File: src/verilog/psbw_params.svh
// Constants for the burst, WAIT and configuration word logic.
// Assumes inclusion by bare name from files under verilog/.
`ifndef PSBW_PARAMS_SVH
`define PSBW_PARAMS_SVH

// Configuration word power-up value and writable bits
`define PSBW_CFG_RESET 16'h1D1F
`define PSBW_CFG_WMASK 16'hFD3F
// Register select code on address bits 19:18
`define PSBW_SEL_HI 19
`define PSBW_SEL_LO 18
`define PSBW_SEL_CFG 2'b10
// Field positions inside the configuration word
`define PSBW_BL_HI 2
`define PSBW_BL_LO 0
`define PSBW_WRAP_BIT 3
`define PSBW_DRV_HI 5
`define PSBW_DRV_LO 4
`define PSBW_WCFG_BIT 8
`define PSBW_WPOL_BIT 10
`define PSBW_LAT_HI 13
`define PSBW_LAT_LO 11
// Latency codes and pipeline offset
`define PSBW_LAT_MIN_CODE 3'b010
`define PSBW_LAT_MAX_CODE 3'b110
`define PSBW_LAT_DEF_CODE 3'b011
`define PSBW_LAT_OFFSET 3'b010
// Words per row, as a column width
`define PSBW_COL_W 8

`endif

File: src/verilog/psbw_pkg.sv
// Types shared by the burst controller and its helpers.
// Assumes the constant header is compiled alongside.
package psbw_pkg;

    // Burst controller states
    typedef enum logic [1:0] {
        ST_IDLE = 2'b00,
        ST_LAT  = 2'b01,
        ST_XFER = 2'b10,
        ST_END  = 2'b11
    } psbw_state_t;

    // Burst length codes
    typedef enum logic [2:0] {
        four_word_burst       = 3'b001,
        eight_word_burst      = 3'b010,
        sixteen_word_burst    = 3'b011,
        thirty_two_word_burst = 3'b100,
        continuous_burst      = 3'b111
    } psbw_blen_t;

    // Output drive settings
    typedef enum logic [1:0] {
        DRV_FULL    = 2'b00,
        DRV_HALF    = 2'b01,
        DRV_QUARTER = 2'b10,
        DRV_RSVD    = 2'b11
    } psbw_drive_t;

endpackage

File: src/verilog/psbw_buf2.sv
// Small valid/ready buffer between array fetch and the bus stage.
// Assumes one clock; flush empties it in one cycle.
`timescale 1ns/1ps
`default_nettype none

module psbw_buf2 #(
    parameter int W = 16,
    parameter int DEPTH = 2
) (
    input wire logic clk,
    input wire logic rst_b,
    input wire logic flush,
    input wire logic in_valid,
    output logic in_ready,
    input wire logic [W-1:0] in_data,
    output logic out_valid,
    input wire logic out_ready,
    output logic [W-1:0] out_data
);
    localparam int PW = (DEPTH > 1) ? $clog2(DEPTH) : 1;
    localparam logic [PW:0] FULL_CNT = (PW+1)'(DEPTH);

    logic [W-1:0] mem_reg [DEPTH];
    logic [PW-1:0] wr_ptr_reg;
    logic [PW-1:0] rd_ptr_reg;
    logic [PW:0] count_reg;

    // Pointer step with wrap at depth
    function automatic logic [PW-1:0] step(input logic [PW-1:0] p);
        step = (p == PW'(DEPTH - 1)) ? '0 : p + 1'b1;
    endfunction

    // Full and empty; an empty buffer passes its input through
    assign in_ready = (count_reg != FULL_CNT);
    assign out_valid = (count_reg != '0) | in_valid;
    assign out_data = (count_reg == '0) ? in_data : mem_reg[rd_ptr_reg];

    wire push = in_valid & in_ready;
    wire pop = out_valid & out_ready;

    // Pointer and occupancy tracking
    always_ff @(posedge clk or negedge rst_b) begin
        if (!rst_b) begin
            wr_ptr_reg <= '0;
            rd_ptr_reg <= '0;
            count_reg <= '0;
        end else if (flush) begin
            wr_ptr_reg <= '0;
            rd_ptr_reg <= '0;
            count_reg <= '0;
        end else begin
            if (push) wr_ptr_reg <= step(wr_ptr_reg);
            if (pop) rd_ptr_reg <= step(rd_ptr_reg);
            if (push && !pop) count_reg <= count_reg + 1'b1;
            else if (pop && !push) count_reg <= count_reg - 1'b1;
        end
    end

    // Storage, no reset needed
    always_ff @(posedge clk) begin
        if (push && !flush) mem_reg[wr_ptr_reg] <= in_data;
    end
endmodule

`default_nettype wire

File: src/verilog/psbw_addr_seq.sv
// Burst address sequencer: wrap within block, linear to row end,
// or continuous. Assumes load and advance are never high together.
`timescale 1ns/1ps
`default_nettype none

module psbw_addr_seq #(
    parameter int ADDR_W = 22,
    parameter int COL_W = 8
) (
    input wire logic clk,
    input wire logic rst_b,
    input wire logic load,
    input wire logic [ADDR_W-1:0] start_addr,
    input wire logic wrap_en,
    input wire logic fixed_len,
    input wire logic [5:0] len_words,
    input wire logic advance,
    output logic [ADDR_W-1:0] addr,
    output logic last,
    output logic done
);
    logic [ADDR_W-1:0] addr_reg;
    logic [5:0] left_reg;
    logic done_reg;

    // Column arithmetic inside the current row
    wire [COL_W-1:0] col = addr_reg[COL_W-1:0];
    wire [COL_W-1:0] len_col = COL_W'(len_words);
    wire [COL_W-1:0] mask = len_col - {{(COL_W-1){1'b0}}, 1'b1};
    wire [COL_W-1:0] col_inc = col + {{(COL_W-1){1'b0}}, 1'b1};
    wire wrap_block = wrap_en & fixed_len;
    wire [COL_W-1:0] next_col = wrap_block ? ((col & ~mask) | (col_inc & mask)) : col_inc; // RQ4 RQ7
    wire row_end = ~wrap_en & (col == {COL_W{1'b1}}); // RQ6 RQ7 RQ3
    wire count_end = fixed_len & (left_reg == 6'h01); // RQ1

    assign last = row_end | count_end;
    assign addr = addr_reg;
    assign done = done_reg;

    // Step on each transferred word, stop after the last
    always_ff @(posedge clk or negedge rst_b) begin
        if (!rst_b) begin
            addr_reg <= '0;
            left_reg <= '0;
            done_reg <= 1'b0;
        end else if (load) begin
            addr_reg <= start_addr;
            left_reg <= len_words;
            done_reg <= 1'b0;
        end else if (advance && !done_reg) begin
            if (last) done_reg <= 1'b1;
            else begin
                addr_reg <= {addr_reg[ADDR_W-1:COL_W], next_col};
                left_reg <= left_reg - 6'h01;
            end
        end
    end
endmodule

`default_nettype wire

File: src/verilog/psbw_burst.sv
// Synchronous burst engine of a pseudo-static memory: configuration
// word, burst sequencing, latency count and WAIT generation.
// Assumes the host bus runs on clk and the array answers reads by ack.
`timescale 1ns/1ps
`default_nettype none
`include "psbw_params.svh"

// What this block does
// RQ1: Bursts of 4, 8, 16 or 32 words for both reads and writes.
// RQ2: Length codes 001, 010, 011, 100 fixed; 111 continuous; others reserved.
// RQ3: Continuous burst runs on consecutive words, stops at row end. The code stops there in linear mode only; with wrap it rolls to word 0.
// RQ4: Wrap cycles inside the aligned block of burst length words.
// RQ5: Burst mode bit clear means wrap, set means linear.
// RQ6: Linear burst ends early at the row end.
// RQ7: A row is 256 words; continuous wrap rolls to word 0.
// RQ8: Drive field 00 full, 01 half, 10 quarter, 11 reserved.
// RQ9: Half drive at power-up and during test.
// RQ10: Timing bit 0: WAIT changes together with data validity.
// RQ11: Timing bit 1: WAIT changes one clock ahead of data validity.
// RQ12: Host moves data only in cycles that WAIT marks valid.
// RQ13: Polarity bit picks asserted WAIT level, opposite when deasserted.
// RQ14: Polarity set asserts high; cleared asserts low.
// RQ15: Power-up WAIT is active high with one-clock-ahead timing.
// RQ16: Power-up burst is continuous and linear.
// RQ17: Latency field sets clocks from burst start to first data.
// RQ18: Only codes two to six, three to seven clocks, are used.
// RQ19: Codes 010 to 110 give 3 to 7 clocks; 011 is default.
// RQ20: Latency field starts at its power-up code.
module psbw_burst #(
    parameter int ADDR_W = 22,
    parameter int DATA_W = 16,
    parameter int BUF_DEPTH = 2
) (
    input wire logic clk,
    input wire logic rst_b,
    input wire logic ce_b,
    input wire logic adv_b,
    input wire logic we_b,
    input wire logic cre,
    input wire logic [ADDR_W-1:0] addr,
    input wire logic [DATA_W-1:0] dq_in,
    output logic [DATA_W-1:0] dq_out,
    output logic dq_oe_b,
    output logic wait_out,
    output logic wait_oe_b,
    input wire logic test_mode,
    output psbw_pkg::psbw_drive_t drive_strength,
    output logic [15:0] bus_configuration_word,
    output logic [ADDR_W-1:0] arr_addr,
    output logic arr_rd_req,
    input wire logic arr_rd_ack,
    input wire logic [DATA_W-1:0] arr_rd_data,
    output logic arr_wr_en,
    output logic [DATA_W-1:0] arr_wr_data
);
    import psbw_pkg::*;

    // ====================
    // Decode helpers
    // ====================

    // Words per burst; zero marks continuous or reserved
    function automatic logic [5:0] blen_words(input logic [2:0] code);
        case (code)
            four_word_burst: blen_words = 6'h04;
            eight_word_burst: blen_words = 6'h08;
            sixteen_word_burst: blen_words = 6'h10;
            thirty_two_word_burst: blen_words = 6'h20;
            default: blen_words = 6'h00;
        endcase
    endfunction

    // Latency load value: code minus pipeline offset
    function automatic logic [2:0] lat_load(input logic [2:0] code);
        logic [2:0] use_code;
        use_code = code;
        if (code < `PSBW_LAT_MIN_CODE || code > `PSBW_LAT_MAX_CODE) begin
            use_code = `PSBW_LAT_DEF_CODE;
        end
        lat_load = use_code - `PSBW_LAT_OFFSET;
    endfunction

    // ====================
    // State
    // ====================
    psbw_state_t state_reg;
    psbw_state_t state_next;
    logic [15:0] bus_configuration_reg;
    logic [2:0] lat_cnt_reg;
    logic write_reg;
    logic pre_valid_reg;
    logic [DATA_W-1:0] hold_reg;
    logic dq_valid_reg;
    logic [DATA_W-1:0] dq_out_reg;
    logic cfg_drive_reg;
    logic arr_wr_en_reg;
    logic [DATA_W-1:0] arr_wr_data_reg;
    logic [ADDR_W-1:0] wr_addr_reg;
    logic tm_meta_reg;
    logic tm_sync_reg;

    // ====================
    // Configuration fields
    // ====================
    wire [2:0] bl_code = bus_configuration_reg[`PSBW_BL_HI:`PSBW_BL_LO];
    wire [5:0] len_words = blen_words(bl_code); // RQ2
    wire fixed_len = (len_words != 6'h00); // RQ2 RQ3
    wire wrap_en = ~bus_configuration_reg[`PSBW_WRAP_BIT]; // RQ5
    wire [1:0] drv_field = bus_configuration_reg[`PSBW_DRV_HI:`PSBW_DRV_LO];
    wire wait_lead = bus_configuration_reg[`PSBW_WCFG_BIT];
    wire wait_act_high = bus_configuration_reg[`PSBW_WPOL_BIT];
    wire [2:0] lat_code = bus_configuration_reg[`PSBW_LAT_HI:`PSBW_LAT_LO];

    // ====================
    // Host bus decode
    // ====================
    wire adv_cycle = ~ce_b & ~adv_b;
    wire burst_start = adv_cycle & ~cre;
    wire cfg_hit = adv_cycle & cre & (addr[`PSBW_SEL_HI:`PSBW_SEL_LO] == `PSBW_SEL_CFG);
    wire cfg_write = cfg_hit & ~we_b;
    wire cfg_read = cfg_hit & we_b;
    wire active = (state_reg != ST_IDLE);
    wire lat_done = active & (lat_cnt_reg == 3'b000);

    // ====================
    // Sequencers and buffer
    // ====================
    logic [ADDR_W-1:0] fetch_addr;
    logic fetch_done;
    logic bus_last;
    logic bus_done;
    logic buf_in_ready;
    logic buf_out_valid;
    logic [DATA_W-1:0] buf_out_data;

    // Array-side read fetch, stalled by the buffer
    wire fetch_ok = active & ~write_reg & ~fetch_done & buf_in_ready;
    wire fetch_take = fetch_ok & arr_rd_ack;
    // Write word sampled in the valid window
    wire wr_capture = active & write_reg & dq_valid_reg; // RQ12
    // Bus stage picks a word two cycles before it is shown
    wire sel_valid = lat_done & ~bus_done & (write_reg | buf_out_valid); // RQ17
    wire pop = sel_valid & ~write_reg;
    wire flush = ~active | burst_start;

    // Array-side address sequencer
    psbw_addr_seq #(
        .ADDR_W(ADDR_W),
        .COL_W(`PSBW_COL_W)
    ) u_fetch_seq (
        .clk(clk),
        .rst_b(rst_b),
        .load(burst_start),
        .start_addr(addr),
        .wrap_en(wrap_en),
        .fixed_len(fixed_len),
        .len_words(len_words),
        .advance(fetch_take | wr_capture),
        .addr(fetch_addr),
        .last(),
        .done(fetch_done)
    );

    // Bus-side word counter, same sequence
    psbw_addr_seq #(
        .ADDR_W(ADDR_W),
        .COL_W(`PSBW_COL_W)
    ) u_bus_seq (
        .clk(clk),
        .rst_b(rst_b),
        .load(burst_start),
        .start_addr(addr),
        .wrap_en(wrap_en),
        .fixed_len(fixed_len),
        .len_words(len_words),
        .advance(sel_valid),
        .addr(),
        .last(bus_last),
        .done(bus_done)
    );

    // Read words between array and bus stage
    psbw_buf2 #(
        .W(DATA_W),
        .DEPTH(BUF_DEPTH)
    ) u_buf (
        .clk(clk),
        .rst_b(rst_b),
        .flush(flush),
        .in_valid(fetch_take),
        .in_ready(buf_in_ready),
        .in_data(arr_rd_data),
        .out_valid(buf_out_valid),
        .out_ready(pop),
        .out_data(buf_out_data)
    );

    // ====================
    // Burst state machine
    // ====================

    // Next state; chip deselect always ends the burst
    always_comb begin
        state_next = state_reg;
        case (state_reg)
            ST_IDLE: if (burst_start) state_next = ST_LAT;
            ST_LAT: if (lat_cnt_reg == 3'b000) state_next = ST_XFER;
            ST_XFER: if (sel_valid && bus_last) state_next = ST_END; // RQ6 RQ3
            ST_END: state_next = ST_END;
            default: state_next = ST_IDLE;
        endcase
        if (burst_start) state_next = ST_LAT;
        else if (ce_b) state_next = ST_IDLE;
    end

    // State and latency counter
    always_ff @(posedge clk or negedge rst_b) begin
        if (!rst_b) begin
            state_reg <= ST_IDLE;
            lat_cnt_reg <= 3'b000;
            write_reg <= 1'b0;
        end else begin
            state_reg <= state_next;
            if (burst_start) begin
                lat_cnt_reg <= lat_load(lat_code); // RQ17 RQ18 RQ19
                write_reg <= ~we_b; // RQ1
            end else if (lat_cnt_reg != 3'b000) begin
                lat_cnt_reg <= lat_cnt_reg - 3'b001;
            end
        end
    end

    // ====================
    // Configuration word
    // ====================

    // Written through the address bus; reserved bits stay zero
    always_ff @(posedge clk or negedge rst_b) begin
        if (!rst_b) begin
            bus_configuration_reg <= `PSBW_CFG_RESET; // RQ15 RQ16 RQ20 RQ9
        end else if (cfg_write) begin
            bus_configuration_reg <= addr[15:0] & `PSBW_CFG_WMASK;
        end
    end

    // ====================
    // Data pipeline
    // ====================

    // Pick stage, then show stage
    always_ff @(posedge clk or negedge rst_b) begin
        if (!rst_b) begin
            pre_valid_reg <= 1'b0;
            dq_valid_reg <= 1'b0;
        end else if (flush) begin
            pre_valid_reg <= 1'b0;
            dq_valid_reg <= 1'b0;
        end else begin
            pre_valid_reg <= sel_valid;
            dq_valid_reg <= pre_valid_reg;
        end
    end

    // Data registers; configuration read shares the output
    always_ff @(posedge clk or negedge rst_b) begin
        if (!rst_b) begin
            hold_reg <= '0;
            dq_out_reg <= '0;
        end else begin
            if (pop) hold_reg <= buf_out_data;
            if (cfg_read) dq_out_reg <= bus_configuration_reg;
            else if (pre_valid_reg && !write_reg) dq_out_reg <= hold_reg;
        end
    end

    // Drive window for a configuration read
    always_ff @(posedge clk or negedge rst_b) begin
        if (!rst_b) cfg_drive_reg <= 1'b0;
        else if (ce_b) cfg_drive_reg <= 1'b0;
        else if (cfg_read) cfg_drive_reg <= 1'b1;
    end

    // Write words to the array
    always_ff @(posedge clk or negedge rst_b) begin
        if (!rst_b) begin
            arr_wr_en_reg <= 1'b0;
            arr_wr_data_reg <= '0;
            wr_addr_reg <= '0;
        end else begin
            arr_wr_en_reg <= wr_capture & ~fetch_done;
            if (wr_capture) begin
                arr_wr_data_reg <= dq_in;
                wr_addr_reg <= fetch_addr;
            end
        end
    end

    // ==========================================================
    // Test pin synchroniser
    // ==========================================================
    always_ff @(posedge clk or negedge rst_b) begin
        if (!rst_b) begin
            tm_meta_reg <= 1'b0;
            tm_sync_reg <= 1'b0;
        end else begin
            tm_meta_reg <= test_mode;
            tm_sync_reg <= tm_meta_reg;
        end
    end

    // ==========================================================
    // Outputs
    // ==========================================================

    // WAIT asserted outside the valid window, lead or aligned
    wire win_valid = wait_lead ? pre_valid_reg : dq_valid_reg; // RQ10 RQ11
    wire wait_asserted = active & ~win_valid;
    assign wait_out = wait_act_high ? wait_asserted : ~wait_asserted; // RQ13 RQ14
    assign wait_oe_b = ~(active | cfg_drive_reg);

    // Drive setting; test forces half, reserved code falls back to half
    wire drv_half = tm_sync_reg | (drv_field == DRV_RSVD); // RQ9
    assign drive_strength = drv_half ? DRV_HALF : psbw_drive_t'(drv_field); // RQ8

    assign dq_out = dq_out_reg;
    assign dq_oe_b = ~((active & ~write_reg) | cfg_drive_reg);
    assign bus_configuration_word = bus_configuration_reg;
    assign arr_rd_req = fetch_ok;
    assign arr_addr = arr_wr_en_reg ? wr_addr_reg : fetch_addr;
    assign arr_wr_en = arr_wr_en_reg;
    assign arr_wr_data = arr_wr_data_reg;
endmodule

`default_nettype wire

File: config.mk
export PLATFORM = sky130hd
export DESIGN_NAME = psbw_burst
export DESIGN_NICKNAME = d
export VERILOG_FILES = /design/src/verilog/psbw_pkg.sv /design/src/verilog/psbw_buf2.sv /design/src/verilog/psbw_addr_seq.sv /design/src/verilog/psbw_burst.sv
export VERILOG_INCLUDE_DIRS = /design/src /design/src/verilog
export SDC_FILE = /design/constraint.sdc
export NUM_CORES = 1
export LEC_CHECK = 0
export BUFFER_PORTS_ARGS = -buffer_cell sky130_fd_sc_hd__clkbuf_2
export CAP_MARGIN = 20
export CORE_ASPECT_RATIO = 0.75
export CORE_MARGIN = 10
export CORE_UTILIZATION = 47
export CTS_CLUSTER_SIZE = 24
export DETAILED_ROUTE_END_ITERATION = 10
export GPL_TIMING_DRIVEN = 0
export PLACE_DENSITY = 0.68
export SETUP_SLACK_MARGIN = 0.3
export SLEW_MARGIN = 20
export SYNTH_ARGS = -nofsm -noshare
export SYNTH_HDL_FRONTEND = slang
export SYNTH_SLANG_ARGS = --single-unit
File: constraint.sdc
create_clock -name clk -period 3.7 [get_ports clk]
set_input_delay 0.37 -clock clk [delete_from_list [all_inputs] [get_ports clk]]
set_output_delay 0.37 -clock clk [all_outputs]
set_load 0.02 [all_outputs]
**Yosys cells after proc, flatten, opt, wreduce, memory -nomap -nowiden**

Memories as Yosys holds them, arrays and structs flattened.
Cells that the tools add are included.

- Add/subtract/negate cells: 11
- Order comparisons: 2
- Eq/ne operators: 19
- Mux-type cells: 52
- Bitwise logic cells: 54
- Reduce and logical (&&, ||, !) cells: 36

Operator list:

| cell | count |
|---|---|
| $mux W22 | 3 |
| $mux W16 | 3 |
| $mux W8 | 6 |
| $mux W6 | 6 |
| $and A8 B8 Y8 | 4 |
| $and A1 B1 Y1 | 25 |
| $pmux W6 S4 | 1 |
| $reduce_bool A2 Y1 | 11 |
| $mux W1 | 20 |
| $add A8 B1 Y8 const B | 2 |
| $eq A8 B8 Y1 const B | 2 |
| $mux W2 | 8 |
| $or A8 B8 Y8 | 2 |
| $not A1 Y1 | 13 |
| $eq A6 B1 Y1 const B | 2 |
| $mux W3 | 4 |
| $sub A6 B1 Y6 const B | 2 |
| $or A1 B1 Y1 | 9 |
| $eq A2 B2 Y1 const B | 4 |
| $ne A4 B4 Y1 const B | 2 |
| $not A8 Y8 | 1 |
| $reduce_and A2 Y1 | 4 |
| $logic_and A1 B1 Y1 | 7 |
| $sub A6 B1 Y7 const B | 1 |
| other kinds (21) | 32 |

- Flip-flop bits (word level): 143
- Bits in writable memories: 32
- Bits of input ports: 62
- Output and inout bits: 77
- Word-level logic and storage cells: 199
- Memories kept: 1

Memories:

| memory | depth | bits a word | rd ports | clocked after memory_dff | write ports | line | RTL |
|---|---|---|---|---|---|---|---|
| u_buf.mem_reg | 2 | 16 | 1 | 0 | 1 | psbw_buf2.sv:23 | `logic [W-1:0] mem_reg [DEPTH];` |

**Logic depth before layout (Yosys ltp)**

- Word-level depth: 14
- Gate-level depth with buffers: 9
- Mapped depth without buffers: 8

**Hierarchy**

From an unflattened synthesis, not the netlist that was laid out.

- Cells, all modules: 708
- Area total of the unflattened synthesis: 9122.5 um2

By module, submodules not included:

| module | times used | cells an instance | area an instance (um2) | seq. area each (um2) |
|---|---|---|---|---|
| psbw_burst | 1 | 301 | 4291.6 | 2388.5 |
| psbw_addr_seq | 2 | 147 | 1584.0 | 725.7 |
| psbw_buf2 | 1 | 113 | 1662.8 | 1061.0 |

**Least setup slack after synthesis**

No wires, ideal clock.

- Path type: register -> register
- From: register bus_configuration_reg[1], in the netlist bus_configuration_word[1]
- To: register (tool-made name)
- Library setup time: 0.126 ns
- Data arrival time: 2.801 ns
- Required time: 3.574 ns
- Slack: 0.773 ns
- Cell stages (with the launch flop): 10
- Path buffers: 2
- Clock period less this slack: 2.927 ns
- Cells stage by stage: dfstp_2 buf_2 or3b_2 ha_1 clkbuf_1 or2_2 a31oi_1 nor2_1 and4_1 a311o_1

RTL lines:

| item | line | RTL |
|---|---|---|
| start: declaration | psbw_burst.sv:88 | `logic [15:0] bus_configuration_reg;` |
| start signal: assignment | psbw_burst.sv:240 | `` bus_configuration_reg <= `PSBW_CFG_RESET; `` |
| start signal: assignment | psbw_burst.sv:242 | `` bus_configuration_reg <= addr[15:0] & `PSBW_CFG_WMASK; `` |

==> impl_metrics.py <==
metrics = {
    "critical_path": {
        "crit_slowest_cell": "dfstp_2",
        "reg2reg_depth": 9,
        "path_max_fanout": 10,
        "worstPathArrival_ps": 3570,
        "cp-start-kind": "flop",
        "cpLargestDelayFamily": "simple AND/OR/NAND/NOR gates",
        "critPathBufInv": 2,
        "critPathMaxStageDelay_ps": 540,
        "crit_type": "flop to flop",
        "cp_cell_sequence": "buf_2, or3b_2, ha_1, clkbuf_1, or2_2, a31oi_1, nor2_1, and4_1, a311o_1",
        "r2r-start": "bus_configuration_word[1]",
        "crit_path_end_kind": "flop",
        "worstSetupStartpoint": "bus_configuration_word[1]",
        "r2r_setup_slack_ps": 440,
        "required_ps": 4020,
    },
    "yosys": {
        "synth_top_cell_area_share_pct": 41.2,
        "synthTopCellsByArea": "dfrtp_1 41%, edfxtp_1 12%, mux2_2 10%",
        "ys_seq_area_share_pct": 56.0,
        "synth_top_area_cell": "dfrtp_1",
        "synth_flop_cell": "dfrtp_1",
        "yosys_warnings": 0,
        "syn_inst": 714,
        "synth.distinct_cells": 61,
        "synth-edff-count": 32,
        "ys_seq_elements": 175,
        "synth_async_sr_flop_share_pct": 81.7,
        "netlist_area_um2": 8130,
        "avgSynthCellArea_um2": 11.4,
    },
    "place": {
        "dp_cells": 1069,
        "post_dp_cell_area_um2": 9140,
        "place.gp.congestion": 0.852,
        "dpl.hpwl_um": 15700,
        "dp_slack_ps": 500,
        "port_buffers": 135,
    },
    "power": {
        "p_switching_mw": 2.00,
        "peakVddDrop_uv": 375,
        "p_per_area_nw_per_um2": 618,
        "leakage_nw": 4.46,
        "power_frac_clock_pct": 31.7,
        "switching_share_pct": 33.1,
        "p_total_mw": 6.04,
        "p_int_mw": 4.04,
        "sequentialPowerShare_pct": 43.7,
        "pwr-share-comb_pct": 24.5,
    },
    "cts": {
        "post_cts.repair.setup_buffers": 0,
        "cts_max_path_buffers": 2,
        "numCtsBuffers": 17,
        "clk_pin_slew_ps": 70,
        "cts_max_level": 4,
        "clk_latency_ps": 440,
        "cts_resized": 0,
        "ctsHoldBuffers": 0,
        "cts_tree": "yes",
        "clock-root-buffer": "clkbuf_16",
        "cts_sinks": 175,
    },
    "floorplanning": {
        "dieArea_um2": 23000,
        "initial_utilization_pct": 48.2,
        "core_um2": 16900,
        "placementRows": 41,
        "die_h_um": 134,
        "io_pins": 139,
        "die_w_um": 172,
    },
    "route": {
        "ant_nets": 0,
        "wl_met2_um": 9270,
        "first_iter_violations": 358,
        "top_layer": "met4",
        "via_count": 6102,
        "wl_um": 21200,
        "viasPerCell": 5.54,
        "drt_drc_violations_left": 0,
        "routedLengthMet1_um": 10000,
        "drt_pass1_iterations": 5,
        "post_drt_wl_per_cell_um": 19.3,
        "wl_met3_um": 1660,
    },
    "finish": {
        "syn2layout_area_growth_pct": 20.1,
        "largest_register_ffs": 32,
        "fin_area_um2": 9770,
        "drive_above_1_share_pct": 31.6,
        "nets": 945,
        "utilization_pct": 57.9,
        "multi_input_area_um2": 3360,
        "ff_latch_area_um2": 4550,
        "final_cells": 1101,
        "num_antenna_cells": 0,
        "nFillCells": 1446,
    },
    "sta": {
        "setup_violations": 0,
        "finClkSkew_ps": 12.9,
        "fmax_ghz": 0.307,
        "fin_crit_ps": 3260,
        "tightest_slew_ps": 817,
        "hold_violations": 11,
        "holdWs_ps": -17.4,
        "drv_slew": 0,
        "fin_tns_setup_ps": 0,
        "rsz0062_at_grt": "false",
        "period_share_pct": 88.0,
        "final.setup.worst_slack_ps": 444,
        "relSlewSlack_pct": 45.2,
    },
    "global_route": {
        "antenna_found_initial": 0,
        "gr-total-overflow": 0,
        "grt_pass1_wl_um": 34200,
        "grt_max_degree": 87,
        "grt_pass1_vias": 6285,
        "track_usage_pct": 18.8,
    },
    "run_status": {
        "status": "finished, violations left",
        "violations": "hold timing",
    },
    "worst_hold_path": {
        "worstHoldPathType": "input pin to asynchronous set/reset pin",
    },
    "job": {
        "cap_viol_max_count": 0,
    },
}
[cell usage after synthesis, drive strengths merged (3+ instances only)]
cell type / instances
and4: 4
or3: 11
xnor2: 7
xor2: 7
ha: 10
clkbuf: 26
a21oi: 31
a31oi: 8
or4: 4
or2: 5
mux2i: 37
dfstp: 9
nand4b: 3
mux2: 73
buf: 14
and3: 5
and2: 10
nand4: 12
a211oi: 3
nand2: 93
inv: 14
nor2: 48
or3b: 3
edfxtp: 32
nor3: 9
nor3b: 3
nor2b: 6
nand2b: 7
nand3: 12
o21ai: 40
dfrtp: 134
a311o: 5
o311ai: 5
[cell usage in the layout (no fill, tap or decap), types with 14 or more instances in the layout]
cell type	instances
nor2_1	48
dfrtp_1	134
a21oi_1	31
clkbuf_16	17
mux2_2	73
clkbuf_1	27
nand2_1	93
o21ai_0	39
mux2i_1	37
inv_1	14
clkbuf_2	134
edfxtp_1	32
[per-layer routing]
layer  global-route usage [%]  vias up
met5                        0        -
met4                     4.68        0
met3                     6.45       21
met2                     27.4      175
met1                     26.3     3046
li1                         -     2860
[worst max path at each step]
stage | to | slack [ps] | depth (start not counted)
global placement | u_fetch_seq.addr[20] | -210 | 1
CTS | flop | 480 | 9
floorplan | flop | 770 | 9
detailed placement | flop | 500 | 9
finish | flop | 440 | 9
global route | flop | 310 | 9
[worst register-to-register path: cells and delay by family, from the launching register on]
family	cells	cell delay (ps)
fa+ha+maj	1	270
simple gates	4	1170
flops	1	540
buf+inv	2	430
compound gates	2	720
[layout make-up]
class                      count  area share, %
inverter                      14          0.538
sequential                   175           46.6
clock inverter                12           1.72
tap                          215           2.75
timing repair buffer         138           7.44
clock buffer                  20           4.68
buffer                        40           1.90
multi-input combinational    487           34.4
[cell families (layout without fill, tap and decap cells)]
| logic type | after synthesis | count (layout) | share of synthesized area, % |
|---|---|---|---|
| buffers and inverters | 54 | 224 | 2.92 |
| adders and majority gates | 10 | 10 | 1.54 |
| other | 1 | 3 | 0.0461 |
| and+or+nand+nor | 241 | 241 | 14.7 |
| xor gates and xnor gates | 14 | 14 | 1.51 |
| DFF | 175 | 175 | 56.0 |
| AOI/OAI and AO/OA | 109 | 109 | 8.68 |
| muxes | 110 | 110 | 14.7 |
[power by group through the flow]
stage	sequential [mW]	combinational (mW)	clock, mW
after floorplan	2.73	0.842	0
after global placement	2.66	1.43	0
after detailed placement	2.67	1.48	0
after CTS	2.64	1.49	1.94
after global routing	2.70	1.65	2.02
final	2.64	1.48	1.92
No activity file was read; power rests on OpenSTA's default activity.
